[src/verilog/srtr_pkg.sv]
// shared types and constants of the set/reset/toggle relay
package srtr_pkg;
   typedef enum logic [1:0] {
      SRTR_MODE_LATCH,
      SRTR_MODE_TOGGLE,
      SRTR_MODE_LEGACY
   } srtr_mode_t;

   typedef enum logic {
      SRTR_CLEAR_WINS,
      SRTR_SET_WINS
   } srtr_prio_t;

   typedef struct packed {
      logic set;
      logic clear;
      logic trigger;
   } srtr_in_t;

   typedef struct packed {
      srtr_mode_t mode;
      srtr_prio_t prio;
      logic retain;
   } srtr_cfg_t;

   localparam logic SRTR_OUT_RESET = 1'h0;
   localparam logic SRTR_TRG_RESET = 1'h0;
endpackage

[src/verilog/srtr_edge.sv]
// rising edge detector for the trigger input
`timescale 1ns/100ps
module srtr_edge
(
   input wire logic i_core_clk,
   input wire logic i_nrst,
   input wire logic i_level,
   output logic o_rise
);
   logic prev;

   always_ff @(posedge i_core_clk)
   begin
      if (!i_nrst)
         prev <= srtr_pkg::SRTR_TRG_RESET;
      else
         prev <= i_level;
   end

   // compare with last cycle's sample
   assign o_rise = i_level & ~prev;
endmodule

[src/verilog/srtr_relay.sv]
// set/reset/toggle relay with latching, toggle and legacy modes
// Functional notes
// RQ1 - latching: set drives output high, clear drives it low
// RQ2 - latching: set and clear together force output low
// RQ3 - latching: no input asserted holds the output
// RQ4 - latching with retention restores pre-power-loss output
// RQ5 - toggle: output inverts on trigger rise when set and clear low
// RQ6 - toggle: trigger ignored while set or clear high
// RQ7 - toggle: set drives output to one
// RQ8 - toggle: clear returns output to zero
// RQ9 - toggle: priority choice, clear_wins or set_wins
// RQ10 - legacy toggle: no set, trigger toggles, clear turns off
// RQ11 - legacy toggle: output zero after power-on and on clear
// RQ12 - toggle with retention keeps output across power loss
// RQ13 - toggle, trigger low, clear_wins acts as latching
// RQ14 - all inputs sampled on one edge; trigger edge vs last cycle
`timescale 1ns/100ps
module srtr_relay
(
   input wire logic i_core_clk,
   input wire logic i_nrst,
   input wire srtr_pkg::srtr_in_t i_in,
   input wire srtr_pkg::srtr_cfg_t i_cfg,
   input wire logic i_power_up,
   input wire logic i_saved_valid,
   input wire logic i_saved_state,
   output logic o_relay,
   output logic o_save_state
);
   logic trg_rise;
   logic next_relay;
   logic next_restore;

   // trigger edge against registered previous value [RQ14]
   srtr_edge u_edge
   (
      .i_core_clk(i_core_clk),
      .i_nrst(i_nrst),
      .i_level(i_in.trigger),
      .o_rise(trg_rise)
   );

   function automatic logic srtr_set_clear(input logic q,
      input logic s, input logic c, input srtr_pkg::srtr_prio_t p);
      logic r;
      r = q;
      if (p == srtr_pkg::SRTR_SET_WINS && s)
         r = 1'h1;
      else if (c)
         r = 1'h0;
      else if (s)
         r = 1'h1;
      return r;
   endfunction

   always_comb
   begin
      next_relay = o_relay;
      case (i_cfg.mode)
         srtr_pkg::SRTR_MODE_LATCH:
         begin
            // clear wins, hold otherwise [RQ1] [RQ2] [RQ3] [RQ13]
            next_relay = srtr_set_clear(o_relay, i_in.set, i_in.clear,
               srtr_pkg::SRTR_CLEAR_WINS);
         end
         srtr_pkg::SRTR_MODE_TOGGLE:
         begin
            if (i_in.set || i_in.clear)
               // trigger ignored here [RQ6] [RQ7] [RQ8] [RQ9]
               next_relay = srtr_set_clear(o_relay, i_in.set,
                  i_in.clear, i_cfg.prio);
            else if (trg_rise)
               next_relay = ~o_relay; // [RQ5]
         end
         srtr_pkg::SRTR_MODE_LEGACY:
         begin
            // set input and priority not used [RQ10] [RQ11]
            if (i_in.clear)
               next_relay = 1'h0;
            else if (trg_rise)
               next_relay = ~o_relay;
         end
         default:
            next_relay = o_relay;
      endcase
   end

   // value taken on power return, legacy always starts at zero
   always_comb
   begin
      if (i_cfg.retain && i_saved_valid &&
          i_cfg.mode != srtr_pkg::SRTR_MODE_LEGACY)
         next_restore = i_saved_state; // [RQ4] [RQ12]
      else
         next_restore = srtr_pkg::SRTR_OUT_RESET; // [RQ11]
   end

   always_ff @(posedge i_core_clk)
   begin
      if (!i_nrst)
         o_relay <= srtr_pkg::SRTR_OUT_RESET; // [RQ11]
      else if (i_power_up)
         o_relay <= next_restore; // [RQ4] [RQ12]
      else
         o_relay <= next_relay;
   end

   // copy to retentive store outside the block
   always_ff @(posedge i_core_clk)
   begin
      if (!i_nrst)
         o_save_state <= srtr_pkg::SRTR_OUT_RESET;
      else if (i_power_up)
         // store must follow the restored output
         o_save_state <= next_restore;
      else
         o_save_state <= next_relay; // [RQ4] [RQ12]
   end
endmodule
[config.mk]
export PLATFORM = sky130hd
export DESIGN_NAME = srtr_relay
export DESIGN_NICKNAME = d
export VERILOG_FILES = /design/src/verilog/srtr_pkg.sv /design/src/verilog/srtr_edge.sv /design/src/verilog/srtr_relay.sv
export SDC_FILE = /design/constraint.sdc
export NUM_CORES = 1
export LEC_CHECK = 0
export BUFFER_PORTS_ARGS = -buffer_cell sky130_fd_sc_hd__buf_2
export CAP_MARGIN = 10
export CORE_AREA = 2 2 39 41
export DETAILED_ROUTE_END_ITERATION = 6
export DIE_AREA = 0 0 41 43
export PLACE_DENSITY_LB_ADDON = 0.12
export SYNTH_ARGS = -nofsm -noshare
export SYNTH_HDL_FRONTEND = slang
export SYNTH_SLANG_ARGS = --single-unit
[constraint.sdc]
create_clock -name i_core_clk -period 2.1 [get_ports i_core_clk]
set_input_delay 0.315 -clock i_core_clk [delete_from_list [all_inputs] [get_ports i_core_clk]]
set_output_delay 0.315 -clock i_core_clk [all_outputs]
set_load 0.01 [all_outputs]
# After elaboration in Yosys (flattened, before gate mapping)
# Cells that the tools add are included.
dict set report totals {
  reg_bits 2
  inputBits 12
  output_inout_bits 2
  elab_cells 23
}
dict set report op_classes {
  n_eq_ne 3
  n_mux 9
  bitwise 3
  reduce_logical 6
}
# cell n
set ops {}
lappend ops {{1-bit two-way mux} 8}
lappend ops {{4-bit nonzero test} 1}
lappend ops {{1-bit logical AND} 3}
lappend ops {{1-bit case mux with 3 select lines} 1}
lappend ops {{2-bit by 1-bit == test with 1-bit output (second input constant)} 1}
lappend ops {{2-bit == test (second input constant)} 1}
lappend ops {{2-bit zero test} 1}
lappend ops {{2-bit != test (second input constant)} 1}
lappend ops {{1-bit inverter} 2}
lappend ops {{1-bit AND} 1}
lappend ops {{1-bit logical OR} 1}

# Longest topological paths before layout
# Gate-level depths: netlist of the first run.
dict set report logic_depth {
  word_depth 6
  ltp_mapped 5
  depth_no_buf 5
}

# Cells and area by module
# From an unflattened synthesis of the first run, not the netlist that was laid out.
dict set report hier_totals {
  cells_unflattened 22
  hier_area_um2 192.7
}
# mod instances cells_per_inst area_each_um2
set modules_own_cells {}
lappend modules_own_cells {srtr_relay 1 19 152.6}
lappend modules_own_cells {srtr_edge 1 3 40.0}

# Worst setup path after synthesis of the first run
# OpenSTA, ideal clock, no wires.
dict set report synth_timing {
  kind {input port to flip-flop}
  from {input port i_cfg[2] (netlist name)}
  to {register o_save_state}
  arrival_ps 1253
  required_time_ps 1982
  setup_slack_ps 729
  stages 4
  n_path_buf 0
  path_cell_list {inv_1 -> ha_1 -> or4_1 -> o2111a_1}
}
dict set report synth_via {
  elab_chain_cells 4
  word_cells_on_any_way 9
  cone_classes {eq/ne: 3; mux: 3; reduce/logical: 3}
}
# element line_no
set synth_lines {}
lappend synth_lines {{from (decl)} srtr_relay.sv:23} ;# input wire srtr_pkg::srtr_cfg_t i_cfg,
lappend synth_lines {{2-bit != test} srtr_relay.sv:92} ;# i_cfg.mode != srtr_pkg::SRTR_MODE_LEGACY)
lappend synth_lines {{1-bit logical AND} srtr_relay.sv:91} ;# if (i_cfg.retain && i_saved_valid &&
lappend synth_lines {{1-bit two-way mux} srtr_relay.sv:91}
lappend synth_lines {{1-bit two-way mux} srtr_relay.sv:113} ;# else if (i_power_up)
lappend synth_lines {{to (signal assigned)} srtr_relay.sv:112} ;# o_save_state <= srtr_pkg::SRTR_OUT_RESET;
lappend synth_lines {{to (signal assigned)} srtr_relay.sv:115} ;# o_save_state <= next_restore;
lappend synth_lines {{to (signal assigned)} srtr_relay.sv:117} ;# o_save_state <= next_relay;
lappend synth_lines {{to (decl)} srtr_relay.sv:28} ;# output logic o_save_state
# Several ways; a longest one is shown, not always the timed one.
# A chain may end at the register's enable or synchronous reset.

# Final worst setup path of the first run
# Same ends and word-level chain as after synthesis.

==> flow_summary.yaml, run 1 <==
outcome:
  status: "complete, no violations"
synth:
  synthFlopType: "dfxtp_1"
  synth.distinct_cells: 17
  synth_top_area_share_pct: 20.5
  synthesis.area_um2: 195
  async_flop_share_pct: 0
  synth_cells: 24
  yosysSeqAreaShare_pct: 20.5
  yosys.area.top_type: "dfxtp_1"
  yosys-top-cells-count: "ha_1 (3), inv_1 (3), dfxtp_1 (2), nand2_1 (2), nor2b_1 (2)"
  syn_avg_cell_area_um2: 8.13
  synth-seq-cells: 2
  synth_edf_count: 0
  yosysWarnings: 0
  syn_nets: 39
  synth_area_leaders: "dfxtp_1 (21%), ha_1 (19%), nor2b_1 (6.4%), inv_1 (5.8%), o2111a_1 (5.8%)"
clocking:
  post_cts_buffers: 0
  clkTransAtPathRegs_ns: 0.03
  cts-root-buf: "clkbuf_4"
  cts_resized: 0
  cts_sinks: 2
  hold_buffers: 0
  htreeDepth: 1
  cts_tree: "yes"
  cts_buffers: 3
  clk_latency_ns: 0.22
  clock_path_buffers: 2
worst_setup_path:
  cp_top_family: "simple AND/OR/NAND/NOR gates"
  crit_slowest_cell: "or4_1"
  path_class: "input pin to register"
  crit_required_ns: 2.21
  crit_fanout: 4
  r2r_cells: 2
  crit_arrival_ns: 1.40
  timing.rr.end: "o_save_state"
  reg2reg_slack_ns: 0.99
  critPathMaxStageDelay_ns: 0.48
  r2r_start: "o_save_state"
  crit_path_cell_trace: "buf_2 -> inv_1 -> ha_1 -> or4_1 -> o2111a_1"
  critPathCaptureType: "register"
  worst_setup_path_start_kind: "input pin"
  crit_buf_inv: 2
cells_and_area:
  diodes: 0
  fillers: 160
  final_cell_area_um2: 295
  synthToLayoutAreaGrowth_pct: 51.3
  regArea_um2: 40.0
  nets: 56
  layout-drive-gt1-share_pct: 41.0
  multi_input_area_um2: 136
detailed_routing:
  wl_um: 501
  drcViolationCount: 0
  ant_nets: 0
  drt_iter0_markers: 1
  vias: 217
  wire_per_inst_um: 9.11
  vias_per_cell: 3.95
  drtPass1Iterations: 4
power_and_ir_drop:
  power.leakage_nw: 0.151
  ir_drop_mv: 0.234
  power.total_mw: 0.164
  p_per_area_nw_per_um2: 554
placed_design:
  placed_area_um2: 273
  io_buffers: 13
  gp_congestion: 0.664
  hpwl_um: 435
sta:
  whs_ns: 0.311
  clock_skew_ns: 0.00318
  slew_headroom_pct: 84.4
  final.period_utilization_pct: 61.5
  clock.fmax_mhz: 775
  final-setup-viol-count: 0
  min_period_ns: 1.29
  report.final.slew_viol_count: 0
  hold_viol_final: 0
  worst_pin_slew_ns: 0.235
  finalSetupTns_ns: 0
  rsz0062_at_grt: "no"
min_path:
  hp-class: "input pin to register"
  hold_path_end: "u_edge.prev"
  min_from: "i_in[0]"
  hold_path_depth: 2
global_routing:
  grt_pass1_vias: 209
  grt-ovfl-total: 0
  grt_pass1_wl_um: 800
  grtUsageTotal_pct: 7.01
  grt_antenna_before_repair: 0
  grt_max_degree: 6
die:
  die_h_um: 43
  design.core.area_um2: 1380
  rows: 14
  io_pins: 14
  fp.dieW_um: 41
  initial_core_util_pct: 14.1
  dieArea_um2: 1760
run:
  max_cap_viol_count: 0
cell families (layout without fill, tap and decap cells):
group | count (synthesis) | in the layout | synth area share [%]
xor+xnor | 1 | 1 | 4.49
compound gates | 5 | 5 | 21.2
flops | 2 | 2 | 20.5
buf+inv | 4 | 19 | 9.62
fa+ha+maj | 3 | 3 | 19.2
simple gates | 9 | 9 | 25.0
per-stage QoR:
stage	std cells	utilization (%)	setup slack, ns
6_report	55	21.3	0.809
5_1_grt	55	21.3	0.757
4_1_cts	55	21.3	0.813
3_5_place_dp	52	19.7	0.580
3_3_place_gp	52	19.7	0.594
2_1_floorplan	24	-	0.729
cells in the final DEF, fill, tap and decap left out:
cell type / count
nor2b_1: 2
nand2_1: 2
clkbuf_4: 3
dfxtp_1: 2
o2111ai_1: 1
and2_1: 1
buf_2: 13
a221oi_1: 1
o2111a_1: 1
inv_1: 3
xnor2_1: 1
o21ai_0: 1
o211ai_1: 1
nor3_1: 1
nor2_1: 1
ha_1: 3
or3_1: 1
or4_1: 1
worst max-delay path by stage:
stage,slack (ns),end,from,depth (start not counted)
after floorplan,0.73,o_save_state,i_cfg[2],4
after global placement,0.59,o_save_state,i_cfg[2],5
after detailed placement,0.58,o_save_state,i_cfg[2],5
after CTS,0.81,o_save_state,i_cfg[2],5
after global routing,0.76,o_save_state,i_cfg[2],5
final,0.81,o_save_state,i_cfg[2],5
metal layers:
metal,GRT usage (%),wire [µm]
met1,8.31,215
met2,9.06,219
met3,4.71,65
met4,4.00,0
met5,0,0
flip-flops by register name, summed over array words and instances (netlist names):
name,cells
o_save_state,1
u_edge.prev,1
area by class of cell:
cell class,count,area share (%)
multi-input cells,18,46.2
repair buffers,13,22.0
flip-flops and latches,2,13.6
clock buffers,3,7.63
well taps,16,6.78
inverters,3,3.81
where the power goes:
group	total [mW]	switching (mW)	internal (mW)
Sequential	0.0424	0.00169	0.0407
Combinational	0.0374	0.0173	0.0200
Clock	0.0840	0.0210	0.0630
(Power assumes the default switching activity.)
==> run 2: changes to the inputs <==
clock period = 1 ns   (was 2.1 ns; I/O delays follow)
==> run 2 against run 1 <==
The flow now finishes with violations (setup timing). Worst hold slack got worse by 0.16 ns. Global-route usage fell by 0.90 points. Cell area rose by 16%. Flip-flop and latch count did not move. Clock-buffer cell count did not move. Sequential share of layout area fell by 1.5 points. Die area did not move. Register-to-register slack got worse by 1.0 ns. Routed wire length fell by 9.2%. Combinational power rose to 2.6 times the previous value. Critical endpoint unchanged. Highest routed layer unchanged.
==> flow_summary.yaml, run 2 (synthesis results as in run 1) <==
global_routing:
  grt-ovfl-total: 0
  grt_pass1_wl_um: 759
  grtUsageTotal_pct: 6.11
  grt_max_degree: 5
  grt_antenna_before_repair: 0
  grt_pass1_vias: 237
min_path:
  hp-class: "input pin to register"
power_and_ir_drop:
  ir_drop_mv: 0.294
  p_per_area_nw_per_um2: 1040
  power.leakage_nw: 0.167
die:
  die_h_um: 43
  io_pins: 14
  dieArea_um2: 1760
  design.core.area_um2: 1380
  rows: 14
  fp.dieW_um: 41
  initial_core_util_pct: 14.1
worst_setup_path:
  cp.depth: 2
  critPathCaptureType: "register"
  reg2reg_slack_ns: -0.04
  critPathMaxStageDelay_ns: 0.49
  worst_setup_path_start_kind: "register"
  r2r_cells: 2
  crit_required_ns: 1.10
  crit_path_start: "o_save_state"
  cp_top_family: "simple AND/OR/NAND/NOR gates"
  r2r_start: "o_save_state"
  path_class: "register to register"
  crit_path_cell_trace: "or4_1 -> o2111a_1"
  crit_buf_inv: 0
  crit_end: "o_save_state"
  crit_fanout: 3
  crit_slowest_cell: "or4_1"
  crit_arrival_ns: 1.14
  timing.rr.end: "o_save_state"
cells_and_area:
  layout-drive-gt1-share_pct: 58.1
  top_regs: "o_save_state: 1 flops, u_edge.prev: 1 flops"
  final_cell_area_um2: 342
  mostFrequentLayoutCells: "buf_2 (13), buf_4 (4), clkbuf_4 (3)"
  nets: 60
  synthToLayoutAreaGrowth_pct: 75.0
  diodes: 0
  mostFrequentLayoutCell: "buf_2"
detailed_routing:
  drt_iter0_markers: 0
  wl_um: 455
  drcViolationCount: 0
  ant_nets: 0
  wire_per_inst_um: 7.71
  vias_per_cell: 3.95
  vias: 233
  drtPass1Iterations: 1
clocking:
  cts-root-buf: "clkbuf_4"
  post_cts_buffers: 0
  cts_buffers: 3
  clock_path_buffers: 2
  cts_tree: "yes"
  hold_buffers: 0
  htreeDepth: 1
  cts_sinks: 2
  cts_resized: 0
  clkTransAtPathRegs_ns: 0.03
  clk_latency_ns: 0.22
run:
  max_cap_viol_count: 0
sta:
  slew_headroom_pct: 84.9
  report.final.slew_viol_count: 0
  worst_pin_slew_ns: 0.226
  whs_ns: 0.148
  final-setup-viol-count: 1
  clock.fmax_mhz: 962
  min_period_ns: 1.04
  rsz0062_at_grt: "yes"
  hold_viol_final: 0
  clock_skew_ns: 0.00215
  setup_slack_ns: -0.0397
  final.period_utilization_pct: 104
placed_design:
  io_buffers: 13
  placed_area_um2: 319
  gp_congestion: 0.599
  hpwl_um: 429
outcome:
  status: "complete, but fails checks"
  violations: "setup timing"
run 2: power by group:
part	internal (mW)	switching, mW	total, mW	leakage [nW]
combinational	0.0565	0.0415	0.0980	0.136
clock	0.132	0.0375	0.169	0.0138
sequential	0.0860	0.00252	0.0886	0.0169
run 2: timing repair:
action	4_1_cts	5_1_grt
hold endpoints to repair	0	0
pin swaps	1	0
setup endpoints to repair	1	1
run 2: worst min path at each step:
stage / startpoint / depth (start not counted) / endpoint
6_report: i_in[0] / 2 / u_edge.prev
5_1_grt: i_in[0] / 2 / u_edge.prev
4_1_cts: i_in[0] / 2 / u_edge.prev
3_5_place_dp: i_in[0] / 2 / u_edge.prev
3_3_place_gp: i_in[0] / 2 / u_edge.prev
2_1_floorplan: i_in[0] / 1 / u_edge.prev
run 2: layout make-up:
cell class,count,area [µm²]
clock buffers,3,22.5
repair buffers,17,95.1
well taps,16,20.0
fillers,165,1040
inverters,3,11.3
flip-flops and latches,2,41.3
multi-input cells,18,151
run 2: per-layer routing:
layer / track usage (%) / routed length (µm) / part of all wire, % / up-vias
met5: 0 / 0 / 0 / -
met4: 4.00 / 0 / 0 / 0
met3: 0 / 25 / 5.5 / 0
met2: 10.9 / 247 / 54 / 7
met1: 6.39 / 182 / 40 / 102
li1: - / - / - / 124
run 2: metrics by stage:
stage,utilization (%),total power [mW],instances,setup slack (ns),TNS (ns)
2_1_floorplan,-,0.142,24,-0.0735,-0.0735
3_3_place_gp,23.1,0.189,56,-0.226,-0.226
3_5_place_dp,23.1,0.190,56,-0.209,-0.209
4_1_cts,24.7,0.365,59,-0.0520,-0.0520
5_1_grt,24.7,0.390,59,-0.101,-0.101
6_report,24.7,0.356,59,-0.0397,-0.0397
==> run 3: changes to the inputs <==
SETUP_SLACK_MARGIN = 0.5   (was unset)
==> run 3 against run 2 <==
The run still ends with setup timing left. Largest cell class unchanged. Clock power barely moved. Worst setup slack worse by 0.0068 ns. Cell area rose by 4.8%. Non-clock buffer count unchanged.
==> flow_summary.yaml, run 3 (synthesis results as in run 1) <==
outcome:
  status: "complete, but fails checks"
  violations: "setup timing"
sta:
  min_period_ns: 1.05
  whs_ns: 0.148
  clock_skew_ns: 0.00215
  worst_pin_slew_ns: 0.226
  setup_slack_ns: -0.0466
  clock.fmax_mhz: 956
  rsz0062_at_grt: "yes"
  report.final.slew_viol_count: 0
  finalSetupTns_ns: -0.0466
  hold_viol_final: 0
  final-setup-viol-count: 1
  final.period_utilization_pct: 105
  slew_headroom_pct: 84.9
global_routing:
  grt_pass1_wl_um: 759
  grt-ovfl-total: 0
  grt_pass1_vias: 237
  grtUsageTotal_pct: 6.11
  grt_max_degree: 5
  grt_antenna_before_repair: 0
cells_and_area:
  final_cell_area_um2: 358
  mostFrequentLayoutCells: "buf_2 (11), clkbuf_4 (3), buf_6 (3), buf_4 (3)"
  fillers: 164
  nets: 60
  regArea_um2: 41.3
  layout-drive-gt1-share_pct: 58.1
  final_core_util_pct: 25.9
  final_cells: 59
  synthToLayoutAreaGrowth_pct: 83.3
  multi_input_area_um2: 151
  mostFrequentLayoutCell: "buf_2"
  top_regs: "o_save_state: 1 flops, u_edge.prev: 1 flops"
  diodes: 0
die:
  rows: 14
  dieArea_um2: 1760
  design.core.area_um2: 1380
  die_h_um: 43
  io_pins: 14
  fp.dieW_um: 41
  initial_core_util_pct: 14.1
power_and_ir_drop:
  ir_drop_mv: 0.275
  power.leakage_nw: 0.170
  p_per_area_nw_per_um2: 1020
  power.total_mw: 0.365
placed_design:
  placed_area_um2: 319
  post-place-ws_ns: -0.209
  gp_congestion: 0.599
  hpwl_um: 429
  dp.cells: 56
  io_buffers: 13
worst_setup_path:
  crit_fanout: 3
  crit_arrival_ns: 1.15
  r2r_cells: 2
  crit_required_ns: 1.10
  critPathCaptureType: "register"
  reg2reg_slack_ns: -0.05
  worst_setup_path_start_kind: "register"
  path_class: "register to register"
detailed_routing:
  vias_per_cell: 3.95
  ant_nets: 0
  vias: 233
  wl_um: 455
  wire_per_inst_um: 7.71
  drt_iter0_markers: 0
  drtPass1Iterations: 1
  drcViolationCount: 0
clocking:
  clock_path_buffers: 2
  clk_latency_ns: 0.22
  cts_sinks: 2
  cts_buffers: 3
  clkTransAtPathRegs_ns: 0.03
  cts_tree: "yes"
  htreeDepth: 1
  cts-root-buf: "clkbuf_4"
  post_cts_buffers: 0
min_path:
  hold_path_depth: 2
  hp-class: "input pin to register"
run:
  max_cap_viol_count: 0
run 3: cell type report:
class	instances	area share, %
clock buffer	3	6.29
inverter	3	3.15
multi-input combinational	18	42.3
sequential	2	11.5
tap	16	5.59
timing repair buffer	17	31.1
run 3: per-layer routing:
| metal | global-route usage, % | wire (µm) | vias up |
|---|---|---|---|
| met5 | 0 | 0 | - |
| met4 | 4.00 | 0 | 0 |
| met3 | 0 | 25 | 0 |
| met2 | 10.9 | 248 | 7 |
| met1 | 6.39 | 181 | 102 |
| li1 | - | - | 124 |
run 3: worst paths after layout:
check / start / endpoint
min reg2reg: o_save_state / o_save_state
min: i_in[0] / u_edge.prev
max reg2reg: o_save_state / o_save_state
max: o_save_state / o_save_state
run 3: where the power goes:
group	total, mW	switching (mW)	internal (mW)
Sequential	0.0891	0.00305	0.0861
Clock	0.169	0.0375	0.132
Combinational	0.107	0.0427	0.0642
run 3: timing repair:
action,in CTS,in global routing
setup endpoints to repair,3,3
hold buffers,0,0
resized for setup,2,1
pin swaps,1,0
cloned,0,0
run 3: worst max-delay path, stage by stage, from the launching register on:
cell      delay (ns)
dfxtp_2         0.32
or4_1           0.49
o2111a_1        0.12
